### src/shared/radio_cfg_pkg.sv
// constants and types shared by the modem configuration and status bank
package radio_cfg_pkg;

  // register offsets
  localparam logic [7:0] STRENGTH_CLEAR_OFFSET = 8'h13;
  localparam logic [7:0] FRAME_SYNC_OFFSET     = 8'h14;
  localparam logic [7:0] TRANSMIT_CTRL_OFFSET  = 8'h15;
  localparam logic [7:0] RECEIVE_BIAS_OFFSET   = 8'h16;

  // field positions
  localparam int THR_LSB        = 8;
  localparam int VAL_LSB        = 0;
  localparam int TX_BUF_LSB     = 14;
  localparam int TX_DELAY_BIT   = 13;
  localparam int TX_MIXCAP_LSB  = 11;
  localparam int TX_MIXCUR_LSB  = 9;
  localparam int AMP_TRIM_LSB   = 6;
  localparam int AMP_DIFF_BIT   = 5;
  localparam int AMP_LEVEL_LSB  = 0;
  localparam int RX_BUF_LSB     = 12;
  localparam int COMP_HIGH_LSB  = 10;
  localparam int COMP_MED_LSB   = 8;
  localparam int COMP_LOW_LSB   = 6;
  localparam int BIAS_HIGH_LSB  = 4;
  localparam int BIAS_MED_LSB   = 2;
  localparam int BIAS_LOW_LSB   = 0;

  // reset values
  localparam logic [7:0]  THR_RESET      = 8'hE0;
  localparam logic [7:0]  STRENGTH_RESET = 8'h80;
  localparam logic [15:0] SYNC_RESET     = 16'hA70F;
  localparam logic [15:0] TXC_RESET      = 16'h60FF;
  localparam logic [13:0] RXC_RESET      = 14'h12E5;

  // sync pattern symbols
  localparam logic [3:0] SKIP_NIBBLE = 4'hF;
  localparam logic [3:0] ZERO_SYMBOL = 4'h0;

  // timing
  localparam int CLK_MHZ        = 20;
  localparam int SYMBOL_US      = 16;
  localparam int DELAY_SHORT_US = 128;
  localparam int DELAY_LONG_US  = 192;
  localparam int SYMBOL_CYCLES  = SYMBOL_US * CLK_MHZ;
  localparam int SHORT_CYCLES   = DELAY_SHORT_US * CLK_MHZ;
  localparam int LONG_CYCLES    = DELAY_LONG_US * CLK_MHZ;

  typedef enum logic [1:0] {
    GAIN_LOW  = 2'b00,
    GAIN_MED  = 2'b01,
    GAIN_HIGH = 2'b10
  } gain_mode_t;

  typedef enum logic [1:0] {
    CRIT_RESERVED = 2'b00,
    CRIT_LEVEL    = 2'b01,
    CRIT_NO_FRAME = 2'b10,
    CRIT_BOTH     = 2'b11
  } criterion_t;

  typedef enum logic [1:0] {
    TX_IDLE = 2'b00,
    TX_WAIT = 2'b01,
    TX_SYNC = 2'b10
  } tx_state_t;

endpackage

### src/strength_averager.sv
// signal strength averager over the latest symbol periods with valid flag
`timescale 1ns/10ps
`default_nettype none
module strength_averager
  import radio_cfg_pkg::*;
#(
  parameter int DEPTH = 8
)
(
  // clock and reset
  input  wire logic       core_clk,
  input  wire logic       reset_n,
  // sampling
  input  wire logic       sample_tick,
  input  wire logic       rx_enable,
  input  wire logic [7:0] raw_strength,
  // result
  output logic      [7:0] value,
  output logic            valid,
  output logic            update
);
  localparam int LG = $clog2(DEPTH);
  localparam int SW = 8 + LG;

  typedef struct packed {
    logic [DEPTH-1:0][7:0] hist;
    logic [LG:0]           cnt;
    logic [7:0]            value;
    logic                  valid;
    logic                  update;
  } avg_t;

  avg_t q_r;
  avg_t q_nxt;
  logic signed [SW-1:0] sum;

  always_comb
  begin
    q_nxt = q_r;
    sum = '0;
    q_nxt.update = 1'b0;
    if (!rx_enable)
    begin
      q_nxt.cnt   = '0;
      q_nxt.value = STRENGTH_RESET;
      q_nxt.valid = 1'b0;
    end
    else if (sample_tick)
    begin
      q_nxt.hist = {q_r.hist[DEPTH-2:0], raw_strength};
      if (q_r.cnt != (LG+1)'(DEPTH))
        q_nxt.cnt = q_r.cnt + 1'b1;
      for (int i = 0; i < DEPTH; i++)
        sum = sum + SW'($signed(q_nxt.hist[i]));
      if (q_nxt.cnt == (LG+1)'(DEPTH))
      begin
        q_nxt.value  = sum[SW-1 -: 8];
        q_nxt.valid  = 1'b1;
        q_nxt.update = 1'b1;
      end
    end
  end

  always_ff @(posedge core_clk or negedge reset_n)
  begin
    if (!reset_n)
      q_r <= '{hist: '0, cnt: '0, value: STRENGTH_RESET, valid: 1'b0, update: 1'b0};
    else
      q_r <= q_nxt;
  end

  assign value  = q_r.value;
  assign valid  = q_r.valid;
  assign update = q_r.update;
endmodule // strength_averager
`default_nettype wire

### src/sync_detector.sv
// frame sync detector: required nibbles after an implicit zero
`timescale 1ns/10ps
`default_nettype none
module sync_detector
  import radio_cfg_pkg::*;
(
  // clock and reset
  input  wire logic        core_clk,
  input  wire logic        reset_n,
  // demodulated symbols
  input  wire logic        rx_enable,
  input  wire logic [3:0]  symbol,
  input  wire logic        symbol_valid,
  input  wire logic [15:0] pattern,
  // result
  output logic             found
);
  typedef struct packed {
    logic [4:0][3:0] hist;
    logic [2:0]      fill;
    logic            found;
  } det_t;

  det_t q_r;
  det_t q_nxt;
  logic [4:0][3:0] expect_sym;
  logic [2:0]      need;
  logic            match;

  always_comb
  begin
    q_nxt = q_r;
    expect_sym = '0;
    need = '0;
    match = 1'b1;
    q_nxt.found = 1'b0;
    // newest first: highest required nibble down to the implicit zero
    for (int i = 3; i >= 0; i--)
      if (pattern[4*i +: 4] != SKIP_NIBBLE)
      begin
        expect_sym[need] = pattern[4*i +: 4];
        need = need + 3'd1;
      end
    expect_sym[need] = ZERO_SYMBOL;
    need = need + 3'd1;
    if (!rx_enable)
      q_nxt.fill = '0;
    else if (symbol_valid)
    begin
      q_nxt.hist = {q_r.hist[3:0], symbol};
      if (q_r.fill != 3'd5)
        q_nxt.fill = q_r.fill + 3'd1;
      for (int k = 0; k < 5; k++)
        if (k < int'(need) && q_nxt.hist[k] != expect_sym[k])
          match = 1'b0;
      q_nxt.found = match && (q_nxt.fill >= need);
    end
  end

  always_ff @(posedge core_clk or negedge reset_n)
  begin
    if (!reset_n)
      q_r <= '0;
    else
      q_r <= q_nxt;
  end

  assign found = q_r.found;
endmodule // sync_detector
`default_nettype wire

### src/radio_modem_config_status_regs.sv
// modem configuration and status register bank with clear-channel logic
//
// Notes on behaviour
// - Clear threshold: signed 8 bits, 1 dB, same offset as strength, resets -32.
// - Clear pin high while received strength sits below the threshold.
// - Read-only signed strength estimate, averaged over last 8 symbols.
// - Strength valid flag only after receiver enabled 8 symbol periods; here valid on the 8th free-running symbol tick, 7 to 8 periods after enable.
// - Strength estimate resets to -128, meaning invalid.
// - Sync pattern 16 bits, resets 0xA70F, used lowest nibble first.
// - Transmitted sync nibbles equal to 0xF are sent as zero.
// - Received sync nibbles equal to 0xF are not required.
// - Reception needs an implicit zero before first required sync symbol.
// - Transmit waits 8 symbols (bit 0) or 12 symbols (bit 1).
// - Five-bit amplifier level, resets 31, drives transmit level.
// - Amplifier output type bit: 1 differential, 0 single-ended, resets 1.
// - Three-bit amplifier trim, resets 3, nominal at 3.
// - Two-bit transmit mixer buffer bias, resets 1, nominal.
// - Main front amp bias per gain mode; active mode's code applied.
// - Compensation code per gain mode; high mode code 0 disables.
// - Criterion: below threshold minus hysteresis, no frame, or both.
// - Hysteresis of 0 to 7 dB applies to clear decision.
`timescale 1ns/10ps
`default_nettype none
module radio_modem_config_status_regs
  import radio_cfg_pkg::*;
(
  // clock and reset
  input  wire logic        core_clk,
  input  wire logic        reset_n,
  // register port from the serial interface
  input  wire logic [7:0]  reg_addr,
  input  wire logic [15:0] reg_wdata,
  input  wire logic        reg_wr,
  input  wire logic        reg_rd,
  output logic      [15:0] reg_rdata,
  // clear-channel configuration
  input  wire logic [1:0]  clear_criterion_select,
  input  wire logic [2:0]  clear_hysteresis,
  // receiver side
  input  wire logic        rx_enable,
  input  wire logic [7:0]  raw_strength,
  input  wire logic        frame_receiving,
  input  wire logic [3:0]  rx_symbol,
  input  wire logic        rx_symbol_valid,
  input  wire logic [1:0]  gain_mode,
  // transmitter side
  input  wire logic        transmit_on_command,
  // status outputs
  output logic             channel_clear_flag,
  output logic             strength_valid_flag,
  output logic             sync_found,
  // transmit sequencing
  output logic             tx_start,
  output logic             tx_busy,
  output logic [3:0]       tx_symbol,
  output logic             tx_symbol_strobe,
  // analog settings
  output logic [4:0]       amp_output_level,
  output logic             amp_differential_select,
  output logic [2:0]       amp_bias_trim,
  output logic [1:0]       transmit_mixer_buffer_bias,
  output logic [1:0]       tx_mixer_cap,
  output logic [1:0]       tx_mixer_current,
  output logic [1:0]       rx_mixer_buffer_bias,
  output logic [1:0]       front_amp_main_bias,
  output logic [1:0]       front_amp_comp,
  output logic             front_amp_comp_enable
);
  typedef struct packed {
    logic [7:0]  thr;
    logic [15:0] sync;
    logic [15:0] txc;
    logic [13:0] rxc;
    logic        clear;
    logic [15:0] rdata;
    tx_state_t   st;
    logic [11:0] wait_cnt;
    logic [8:0]  tick_cnt;
    logic        tick;
    logic [8:0]  sym_cnt;
    logic [1:0]  nib_idx;
    logic [3:0]  tx_sym;
    logic        tx_strobe;
    logic        tx_start;
    logic [1:0]  bias;
    logic [1:0]  comp;
    logic        comp_en;
    logic        busy;
  } bank_t;

  localparam logic [8:0]  SYM_LAST   = 9'(SYMBOL_CYCLES - 1);
  localparam logic [11:0] SHORT_LAST = 12'(SHORT_CYCLES - 1);
  localparam logic [11:0] LONG_LAST  = 12'(LONG_CYCLES - 1);

  bank_t q_r;
  bank_t q_nxt;

  logic [7:0] strength_value;
  logic       strength_valid;
  logic       strength_update;
  logic       found;

  logic signed [9:0] level;
  logic signed [9:0] low_mark;
  logic              below_low;
  logic              at_or_above;
  logic [3:0]        nib;
  logic [1:0]        comp_sel;

  strength_averager #(
    .DEPTH (8)
  ) u_avg (
    .core_clk     (core_clk),
    .reset_n      (reset_n),
    .sample_tick  (q_r.tick),
    .rx_enable    (rx_enable),
    .raw_strength (raw_strength),
    .value        (strength_value),
    .valid        (strength_valid),
    .update       (strength_update)
  );

  sync_detector u_sync (
    .core_clk     (core_clk),
    .reset_n      (reset_n),
    .rx_enable    (rx_enable),
    .symbol       (rx_symbol),
    .symbol_valid (rx_symbol_valid),
    .pattern      (q_r.sync),
    .found        (found)
  );

  // substitutes the zero symbol for a skipped sync nibble
  function automatic logic [3:0] tx_nibble(input logic [15:0] pat,
                                           input logic [1:0]  idx);
    logic [3:0] n;
    n = pat[4*idx +: 4];
    return (n == SKIP_NIBBLE) ? ZERO_SYMBOL : n;
  endfunction

  always_comb
  begin
    q_nxt = q_r;
    q_nxt.tx_start  = 1'b0;
    q_nxt.tx_strobe = 1'b0;
    q_nxt.tick      = 1'b0;

    // symbol period timebase for the averager
    if (q_r.tick_cnt == SYM_LAST)
    begin
      q_nxt.tick_cnt = '0;
      q_nxt.tick     = 1'b1;
    end
    else
      q_nxt.tick_cnt = q_r.tick_cnt + 9'd1;

    // register writes; reserved top bits of receive bias are not stored
    if (reg_wr)
    begin
      case (reg_addr)
        STRENGTH_CLEAR_OFFSET: q_nxt.thr  = reg_wdata[THR_LSB +: 8];
        FRAME_SYNC_OFFSET:     q_nxt.sync = reg_wdata;
        TRANSMIT_CTRL_OFFSET:  q_nxt.txc  = reg_wdata;
        RECEIVE_BIAS_OFFSET:   q_nxt.rxc  = reg_wdata[13:0];
        default:               q_nxt.thr  = q_r.thr;
      endcase
    end

    // registered read data, unmapped offsets read zero
    if (reg_rd)
    begin
      case (reg_addr)
        STRENGTH_CLEAR_OFFSET: q_nxt.rdata = {q_r.thr, strength_value};
        FRAME_SYNC_OFFSET:     q_nxt.rdata = q_r.sync;
        TRANSMIT_CTRL_OFFSET:  q_nxt.rdata = q_r.txc;
        RECEIVE_BIAS_OFFSET:   q_nxt.rdata = {2'b00, q_r.rxc};
        default:               q_nxt.rdata = 16'h0000;
      endcase
    end

    // clear-channel decision, re-evaluated against the latest estimate
    level       = 10'(signed'(strength_value));
    low_mark    = 10'(signed'(q_r.thr)) - 10'(clear_hysteresis);
    below_low   = level < low_mark;
    at_or_above = level >= 10'(signed'(q_r.thr));
    case (clear_criterion_select)
      CRIT_LEVEL:
      begin
        if (below_low)
          q_nxt.clear = 1'b1;
        else if (at_or_above)
          q_nxt.clear = 1'b0;
      end
      CRIT_NO_FRAME:
        q_nxt.clear = !frame_receiving;
      CRIT_BOTH:
      begin
        if (at_or_above || frame_receiving)
          q_nxt.clear = 1'b0;
        else if (below_low)
          q_nxt.clear = 1'b1;
      end
      default:
        q_nxt.clear = q_r.clear;
    endcase

    // transmit start delay and sync nibble sequence
    nib = '0;
    case (q_r.st)
      TX_IDLE:
      begin
        if (transmit_on_command)
        begin
          q_nxt.st = TX_WAIT;
          q_nxt.wait_cnt = q_r.txc[TX_DELAY_BIT] ? LONG_LAST : SHORT_LAST;
        end
      end
      TX_WAIT:
      begin
        if (q_r.wait_cnt == 12'd0)
        begin
          q_nxt.st        = TX_SYNC;
          q_nxt.tx_start  = 1'b1;
          q_nxt.nib_idx   = 2'd0;
          q_nxt.sym_cnt   = '0;
          q_nxt.tx_sym    = tx_nibble(q_r.sync, 2'd0);
          q_nxt.tx_strobe = 1'b1;
        end
        else
          q_nxt.wait_cnt = q_r.wait_cnt - 12'd1;
      end
      TX_SYNC:
      begin
        if (q_r.sym_cnt == SYM_LAST)
        begin
          q_nxt.sym_cnt = '0;
          if (q_r.nib_idx == 2'd3)
            q_nxt.st = TX_IDLE;
          else
          begin
            q_nxt.nib_idx   = q_r.nib_idx + 2'd1;
            q_nxt.tx_sym    = tx_nibble(q_r.sync, q_r.nib_idx + 2'd1);
            q_nxt.tx_strobe = 1'b1;
          end
        end
        else
          q_nxt.sym_cnt = q_r.sym_cnt + 9'd1;
      end
      default:
        q_nxt.st = TX_IDLE;
    endcase

    // front amp settings for the active gain mode
    case (gain_mode)
      GAIN_HIGH:
      begin
        q_nxt.bias = q_r.rxc[BIAS_HIGH_LSB +: 2];
        comp_sel   = q_r.rxc[COMP_HIGH_LSB +: 2];
      end
      GAIN_MED:
      begin
        q_nxt.bias = q_r.rxc[BIAS_MED_LSB +: 2];
        comp_sel   = q_r.rxc[COMP_MED_LSB +: 2];
      end
      default:
      begin
        q_nxt.bias = q_r.rxc[BIAS_LOW_LSB +: 2];
        comp_sel   = q_r.rxc[COMP_LOW_LSB +: 2];
      end
    endcase
    q_nxt.comp    = comp_sel;
    q_nxt.comp_en = !(gain_mode == GAIN_HIGH && comp_sel == 2'd0);
    nib = q_nxt.tx_sym;
    q_nxt.tx_sym = nib;
    q_nxt.busy = (q_nxt.st != TX_IDLE);
  end

  always_ff @(posedge core_clk or negedge reset_n)
  begin
    if (!reset_n)
    begin
      q_r      <= '0;
      q_r.thr  <= THR_RESET;
      q_r.sync <= SYNC_RESET;
      q_r.txc  <= TXC_RESET;
      q_r.rxc  <= RXC_RESET;
      q_r.st   <= TX_IDLE;
      q_r.clear <= 1'b1;
    end
    else
      q_r <= q_nxt;
  end

  assign reg_rdata                  = q_r.rdata;
  assign channel_clear_flag         = q_r.clear;
  assign strength_valid_flag        = strength_valid;
  assign sync_found                 = found;
  assign tx_start                   = q_r.tx_start;
  assign tx_busy                    = q_r.busy;
  assign tx_symbol                  = q_r.tx_sym;
  assign tx_symbol_strobe           = q_r.tx_strobe;
  assign amp_output_level           = q_r.txc[AMP_LEVEL_LSB +: 5];
  assign amp_differential_select    = q_r.txc[AMP_DIFF_BIT];
  assign amp_bias_trim              = q_r.txc[AMP_TRIM_LSB +: 3];
  assign transmit_mixer_buffer_bias = q_r.txc[TX_BUF_LSB +: 2];
  assign tx_mixer_cap               = q_r.txc[TX_MIXCAP_LSB +: 2];
  assign tx_mixer_current           = q_r.txc[TX_MIXCUR_LSB +: 2];
  assign rx_mixer_buffer_bias       = q_r.rxc[RX_BUF_LSB +: 2];
  assign front_amp_main_bias        = q_r.bias;
  assign front_amp_comp             = q_r.comp;
  assign front_amp_comp_enable      = q_r.comp_en;
endmodule // radio_modem_config_status_regs
`default_nettype wire

### config.mk
export PLATFORM = sky130hd
export DESIGN_NAME = radio_modem_config_status_regs
export DESIGN_NICKNAME = d
export VERILOG_FILES = /design/src/shared/radio_cfg_pkg.sv /design/src/strength_averager.sv /design/src/sync_detector.sv /design/src/radio_modem_config_status_regs.sv
export SDC_FILE = /design/constraint.sdc
export NUM_CORES = 1
export LEC_CHECK = 0
export ABC_AREA = 1
export BUFFER_PORTS_ARGS = -buffer_cell sky130_fd_sc_hd__buf_2
export CAP_MARGIN = 20
export CORE_AREA = 5 5 162 164
export DETAILED_ROUTE_END_ITERATION = 8
export DIE_AREA = 0 0 167 169
export PLACE_DENSITY = 0.83
export REMOVE_ABC_BUFFERS = 1
export SYNTH_ARGS = -nofsm -noshare
export SYNTH_HDL_FRONTEND = slang
export SYNTH_HIERARCHICAL = 1
export SYNTH_SLANG_ARGS = --single-unit
### constraint.sdc
create_clock -name core_clk -period 3.75 [get_ports core_clk]
set_input_delay 0.375 -clock core_clk [delete_from_list [all_inputs] [get_ports core_clk]]
set_output_delay 0.375 -clock core_clk [all_outputs]
set_load 0.02 [all_outputs]
==> results of run 1 <==
registers in the layout, summed over array words and instances, names as in the netlist, 3 cells and up:
register          flops
u_avg/value           8
amp_bias_trim         3
amp_output_level      5
u_avg/q_r            60
u_sync/q_r           19
reg_rdata            16
tx_symbol             4
q_r                  72
layer usage:
metal  up-vias  GRT usage  routed length [µm]
li1       5508          -                   -
met1      5324      0.270               12600
met2       387      0.394               16100
met3       104     0.0332                1740
met4         0     0.0893                1440
met5         -          0                   0
through the flow:
stage | cell area, µm² | worst slack (ps) | cells | total power, mW | hold WS, ps
floorplan | 13000 | -50.2 | 1634 | 3.07 | 79.4
global placement | 14100 | -271 | 2085 | 3.34 | 430
finish | 15300 | -114 | 2143 | 5.84 | 139
CTS | 15000 | 3.32 | 2131 | 5.85 | 125
detailed placement | 14100 | -376 | 2085 | 3.38 | 431
global route | 15300 | -273 | 2143 | 6.11 | 146
path summary, 6_finish.rpt:
path | start | endpoint | slack (ps) | depth (start not counted)
hold / removal | reg_wdata[14] | transmit_mixer_buffer_bias[0]$_DFFE_PN1P_ | 140 | 3
min in group asynchronous | reset_n | q_r[33]$_DFFE_PN0P_ | 430 | 2
max in group asynchronous | reset_n | tx_mixer_cap[1]$_DFFE_PN0P_ | 2260 | 3
hold reg to reg | q_r[24]$_DFF_PN0_ | q_r[24]$_DFF_PN0_ | 470 | 1
setup / recovery | u_avg/q_r[16]$_DFFE_PN0P_ | u_avg/value[7]$_DFFE_PN1P_ | -110 | 18
setup reg to reg | u_avg/q_r[16]$_DFFE_PN0P_ | u_avg/value[7]$_DFFE_PN1P_ | -110 | 18
report_power, final:
group          switching (mW)  total (mW)  internal, mW
Clock                   0.936        2.46          1.52
Sequential              0.109        2.48          2.37
Combinational           0.588       0.911         0.323
layout by cell type (no fill, tap or decap), types with 34 or more instances in the layout:
cell type    n
ha_1        45
inv_1      267
dfrtp_1    176
nand3_1     94
buf_2       97
nand2_1    453
o21ai_0    166
a21oi_1     34
fa_1        51
nor2_1      79
final cells by class:
cell class                      instances  area, µm²
Clock buffer                           33        706
Clock inverter                         11        136
Fill cell                            2023       9490
Inverter                              299       1120
Multi-Input combinational cell       1128       6850
Sequential cell                       207       5220
Tap cell                              330        413
Timing Repair Buffer                  135        803
timing repair:
action / CTS / global route
setup endpoints to repair: 5 / 7
hold buffers: 1 / 0
resized for setup: 10 / 47
endpoints found under the hold margin: 60 / 0
pin swaps: 6 / 40
cloned: 0 / 0
buffers inserted: 1 / 12
critical path, delay by kind of cell, from the launching register on:
family / cells / cell delay, ps
flip-flops: 1 / 360
AO/OA/AOI/OAI: 1 / 190
adder cells (fa/ha/maj): 5 / 2440
AND/OR/NAND/NOR: 8 / 570
buffers and inverters: 4 / 270
==> out/metrics.yaml, run 1 <==
status: "finished, violations left"
violations: "negative setup slack"
h-tree-depth: 1
worstPathMaxFanout: 2
routabilityCongestion: 0.924
clk_latency_ps: 520
syn_area_um2: 13500
hp-class: "input port to register"
drc: 0
num_antenna_cells: 0
core_area_um2: 24700
synth.avg_cell_area_um2: 7.90
grt_max_degree: 92
maxCapViolations: 0
start_util: 0.547
endpoint_kind: "register"
dieHeight_um: 169
ys_warn_count: 6
grt_pass1_vias: 11300
max_freq_ghz: 0.259
vias: 11300
critical_path_class: "register to register"
leakage_nw: 7.72
crit_path_cell_trace: "inv_2 -> fa_1 -> inv_1 -> fa_1 -> fa_1 -> fa_1 -> a21boi_2 -> inv_1 -> fa_2 -> inv_2 -> nand2_2 -> nand2_4 -> nand2_2 -> nand2_1 -> nand2_1 -> nand2_1 -> nor2_1 -> nor2_1"
wl_per_cell_um: 14.9
nets: 1949
grt_first_pass_wirelength_um: 52900
max_stage_delay_ps: 570
power_density_nw_per_um2: 383
ir_drop_mv: 0.349
setup-violations-final: 2
clockBufferDepth: 3
antenna_found_initial: 0
rows: 58
wl_um: 31900
worst_pin_slew_ps: 937
maxSlewHeadroom: 0.374
final_core_util: 0.616
path_common_cell: "fa_1"
numCtsBuffers: 24
io_buffers: 98
die_w_um: 167
grt_overflow: 0
tns_ps: -157
rsz0062_at_grt: "true"
drive_gt1_frac: 0.183
io_pins: 99
vias_per_cell: 5.28
fin_crit_sh: 1.03
clk_pin_slew_ps: 60
grt_usage: 0.221
final_hold_viol_count: 0
fin_crit_ps: 3860
area_delta_synth_final_pct: 12.6
cts.root.buffer_cell: "clkbuf_16"
clock-sinks: 207
fin_worst_skew_ps: 10.3
drt-pass1-iter-count: 5
hpwlAfterDp_um: 23000
cts_tree: "done"
synth_cells: 1714
drtIter0Drc: 989
drv_slew: 0
cp.required_ps: 4210
fin_ws_ps: -114
worstSetupStartpointType: "register"
ant_nets: 0
cp.arrival_ps: 4320
dieArea_um2: 28200
cpMaxStageDelayCell: "fa_1"
No activity file was read; power rests on OpenSTA's default activity.
==> run 2, diff against run 1 <==
--- a/config.mk
+++ b/config.mk
@@ -8,11 +8,12 @@
 export ABC_AREA = 1
 export BUFFER_PORTS_ARGS = -buffer_cell sky130_fd_sc_hd__buf_2
 export CAP_MARGIN = 20
-export CORE_AREA = 5 5 162 164
+export CORE_AREA = 2 2 159 161
 export DETAILED_ROUTE_END_ITERATION = 8
-export DIE_AREA = 0 0 167 169
+export DIE_AREA = 0 0 161 163
 export PLACE_DENSITY = 0.83
 export REMOVE_ABC_BUFFERS = 1
+export SLEW_MARGIN = 20
 export SYNTH_ARGS = -nofsm -noshare
 export SYNTH_HDL_FRONTEND = slang
 export SYNTH_HIERARCHICAL = 1
==> run 2 against run 1 <==
Compared with the run above:
- the run still ends with negative setup slack left
- count of clock-buffer cells in the layout grew 4
- total power shrank 3.9%
- non-clock buffer count shrank 10
- sequential share of layout area grew 0.43 points
- sequential power is essentially flat
- via count grew 0.61%
==> out/metrics.yaml, run 2 (same netlist as run 1, synthesis figures left out) <==
drive_gt1_frac: 0.172
io_pins: 99
clock-sinks: 207
worstSetupStartpointType: "register"
final_hold_viol_count: 0
status: "finished, violations left"
dpl.cell_count: 2085
ant_nets: 0
wl_per_cell_um: 14.8
violations: "negative setup slack"
clk_pin_slew_ps: 60
rsz0062_at_grt: "true"
fin_ws_ps: -6.50
cts_tree: "done"
hpwlAfterDp_um: 22700
max_stage_delay_ps: 560
numCtsBuffers: 23
cp.arrival_ps: 4150
leakage_nw: 7.60
fin_worst_skew_ps: 19.6
ir_drop_mv: 0.339
h-tree-depth: 1
hp-class: "input port to register"
setup-violations-final: 1
vias: 11400
wl_um: 31600
maxCapViolations: 0
layout_common_cells: "nand2_1, inv_1, dfrtp_1"
crit_family: "adder cells"
path_common_cell: "fa_1"
worstPathMaxFanout: 4
dpl_worst_slack_ps: -345
final_cells: 2130
clockBufferDepth: 3
grt_first_pass_wirelength_um: 52500
drc: 0
vias_per_cell: 5.35
die_w_um: 161
drtIter0Drc: 1111
rows: 58
fin_crit_ps: 3760
core_area_um2: 24700
clk_latency_ps: 520
routabilityCongestion: 0.957
largest_register: "q_r"
fin_crit_sh: 1.00
grt_pass1_vias: 11200
num_antenna_cells: 0
endpoint_kind: "register"
r2r_slack_ps: -7
crit_path_cell_trace: "inv_2 -> fa_1 -> inv_2 -> fa_1 -> fa_1 -> inv_1 -> fa_1 -> inv_1 -> ha_4 -> nand2_2 -> inv_1 -> nand3_1 -> nand2_2 -> nand2_2 -> nand2_1 -> nand2_1 -> nand3_1 -> nand2_1"
antenna_found_initial: 0
dieHeight_um: 163
critical_path_class: "register to register"
cpMaxStageDelayCell: "fa_1"
largest_registers: "q_r: 72 flops, u_avg/q_r: 60 flops, u_sync/q_r: 19 flops"
drt-pass1-iter-count: 6
grt_overflow: 0
drv_slew: 0
grt_usage: 0.242
cts.root.buffer_cell: "clkbuf_16"
cp.buffers_inverters: 5
maxSlewHeadroom: 0.374
grt_max_degree: 98
max_freq_ghz: 0.266
largest_reg_flops: 72
dieArea_um2: 26200
io_buffers: 98
worst_pin_slew_ps: 937
start_util: 0.549
power_density_nw_per_um2: 373
area_delta_synth_final_pct: 11.3
nets: 1938
cp.required_ps: 4150
layout.cells.most_common: "nand2_1"
[run 2: cell count changes in the layout (fill, tap and decap cells not counted), moves of 4 or more]
| cell | previous run | this run |
|---|---|---|
| buf_4 | 32 | 24 |
| inv_1 | 267 | 273 |
| inv_2 | 29 | 23 |
| clkbuf_1 | 3 | 8 |
| clkinv_2 | 6 | 2 |
[run 2: worst min-delay path, cell delays in order]
cell	delay [ps]
buf_2	100
inv_1	90
o21ai_0	90
[run 2: report_power, final]
part	switching (mW)	leakage, nW	internal, mW	total (mW)
Combinational	0.583	4.57	0.318	0.902
Clock	0.913	0.358	1.32	2.23
Sequential	0.115	2.67	2.37	2.48
Total	1.61	7.60	4.00	5.61
[run 2: worst paths after layout]
check                                           from                          to  cells past startpoint
max                        u_avg/q_r[34]$_DFFE_PN0P_  u_avg/value[6]$_DFFE_PN0P_                     18
min                                     reg_wdata[0]         q_r[64]$_DFFE_PN1P_                      3
max reg2reg                u_avg/q_r[34]$_DFFE_PN0P_  u_avg/value[6]$_DFFE_PN0P_                     18
min reg2reg                      q_r[75]$_DFFE_PN0P_         q_r[75]$_DFFE_PN0P_                      2
max in group asynchronous                    reset_n        q_r[103]$_DFFE_PN1P_                      3
min in group asynchronous                    reset_n         q_r[35]$_DFFE_PN0P_                      2
[run 2: per-layer routing]
| metal | part of all wire | global-route usage | up-vias |
|---|---|---|---|
| li1 | - | - | 5465 |
| met1 | 0.40 | 0.296 | 5441 |
| met2 | 0.51 | 0.445 | 391 |
| met3 | 0.053 | 0.0260 | 95 |
| met4 | 0.039 | 0.0848 | 0 |
| met5 | 0 | 0 | - |
[run 2: per-stage QoR]
| stage | setup TNS (ps) | power, mW | cell area (µm²) | util | hold WS (ps) |
|---|---|---|---|---|---|
| after floorplan | -70.6 | 3.07 | 13000 | - | 79.4 |
| after CTS | 0 | 5.62 | 14900 | 0.606 | 137 |
| after global placement | -797 | 3.33 | 14100 | 0.572 | 452 |
| after detailed placement | -1370 | 3.37 | 14100 | 0.572 | 466 |
| after global routing | -630 | 5.88 | 15100 | 0.611 | 143 |
| final | -6.50 | 5.61 | 15100 | 0.611 | 141 |
[run 2: final cells by class]
| type | count | area, µm² |
|---|---|---|
| well taps | 330 | 413 |
| fillers | 2084 | 9610 |
| clock buffers | 37 | 688 |
| inverters | 299 | 1120 |
| flip-flops and latches | 207 | 5220 |
| multi-input cells | 1128 | 6860 |
| repair buffers | 125 | 721 |
| clock inverters | 4 | 47.5 |
[run 2: what timing repair did]
action,CTS,global route
hold endpoints to repair,45,0
resized for setup,15,36
pin swaps,5,27
setup buffers,0,4
hold buffers,1,0
endpoints found under the setup margin,5,6
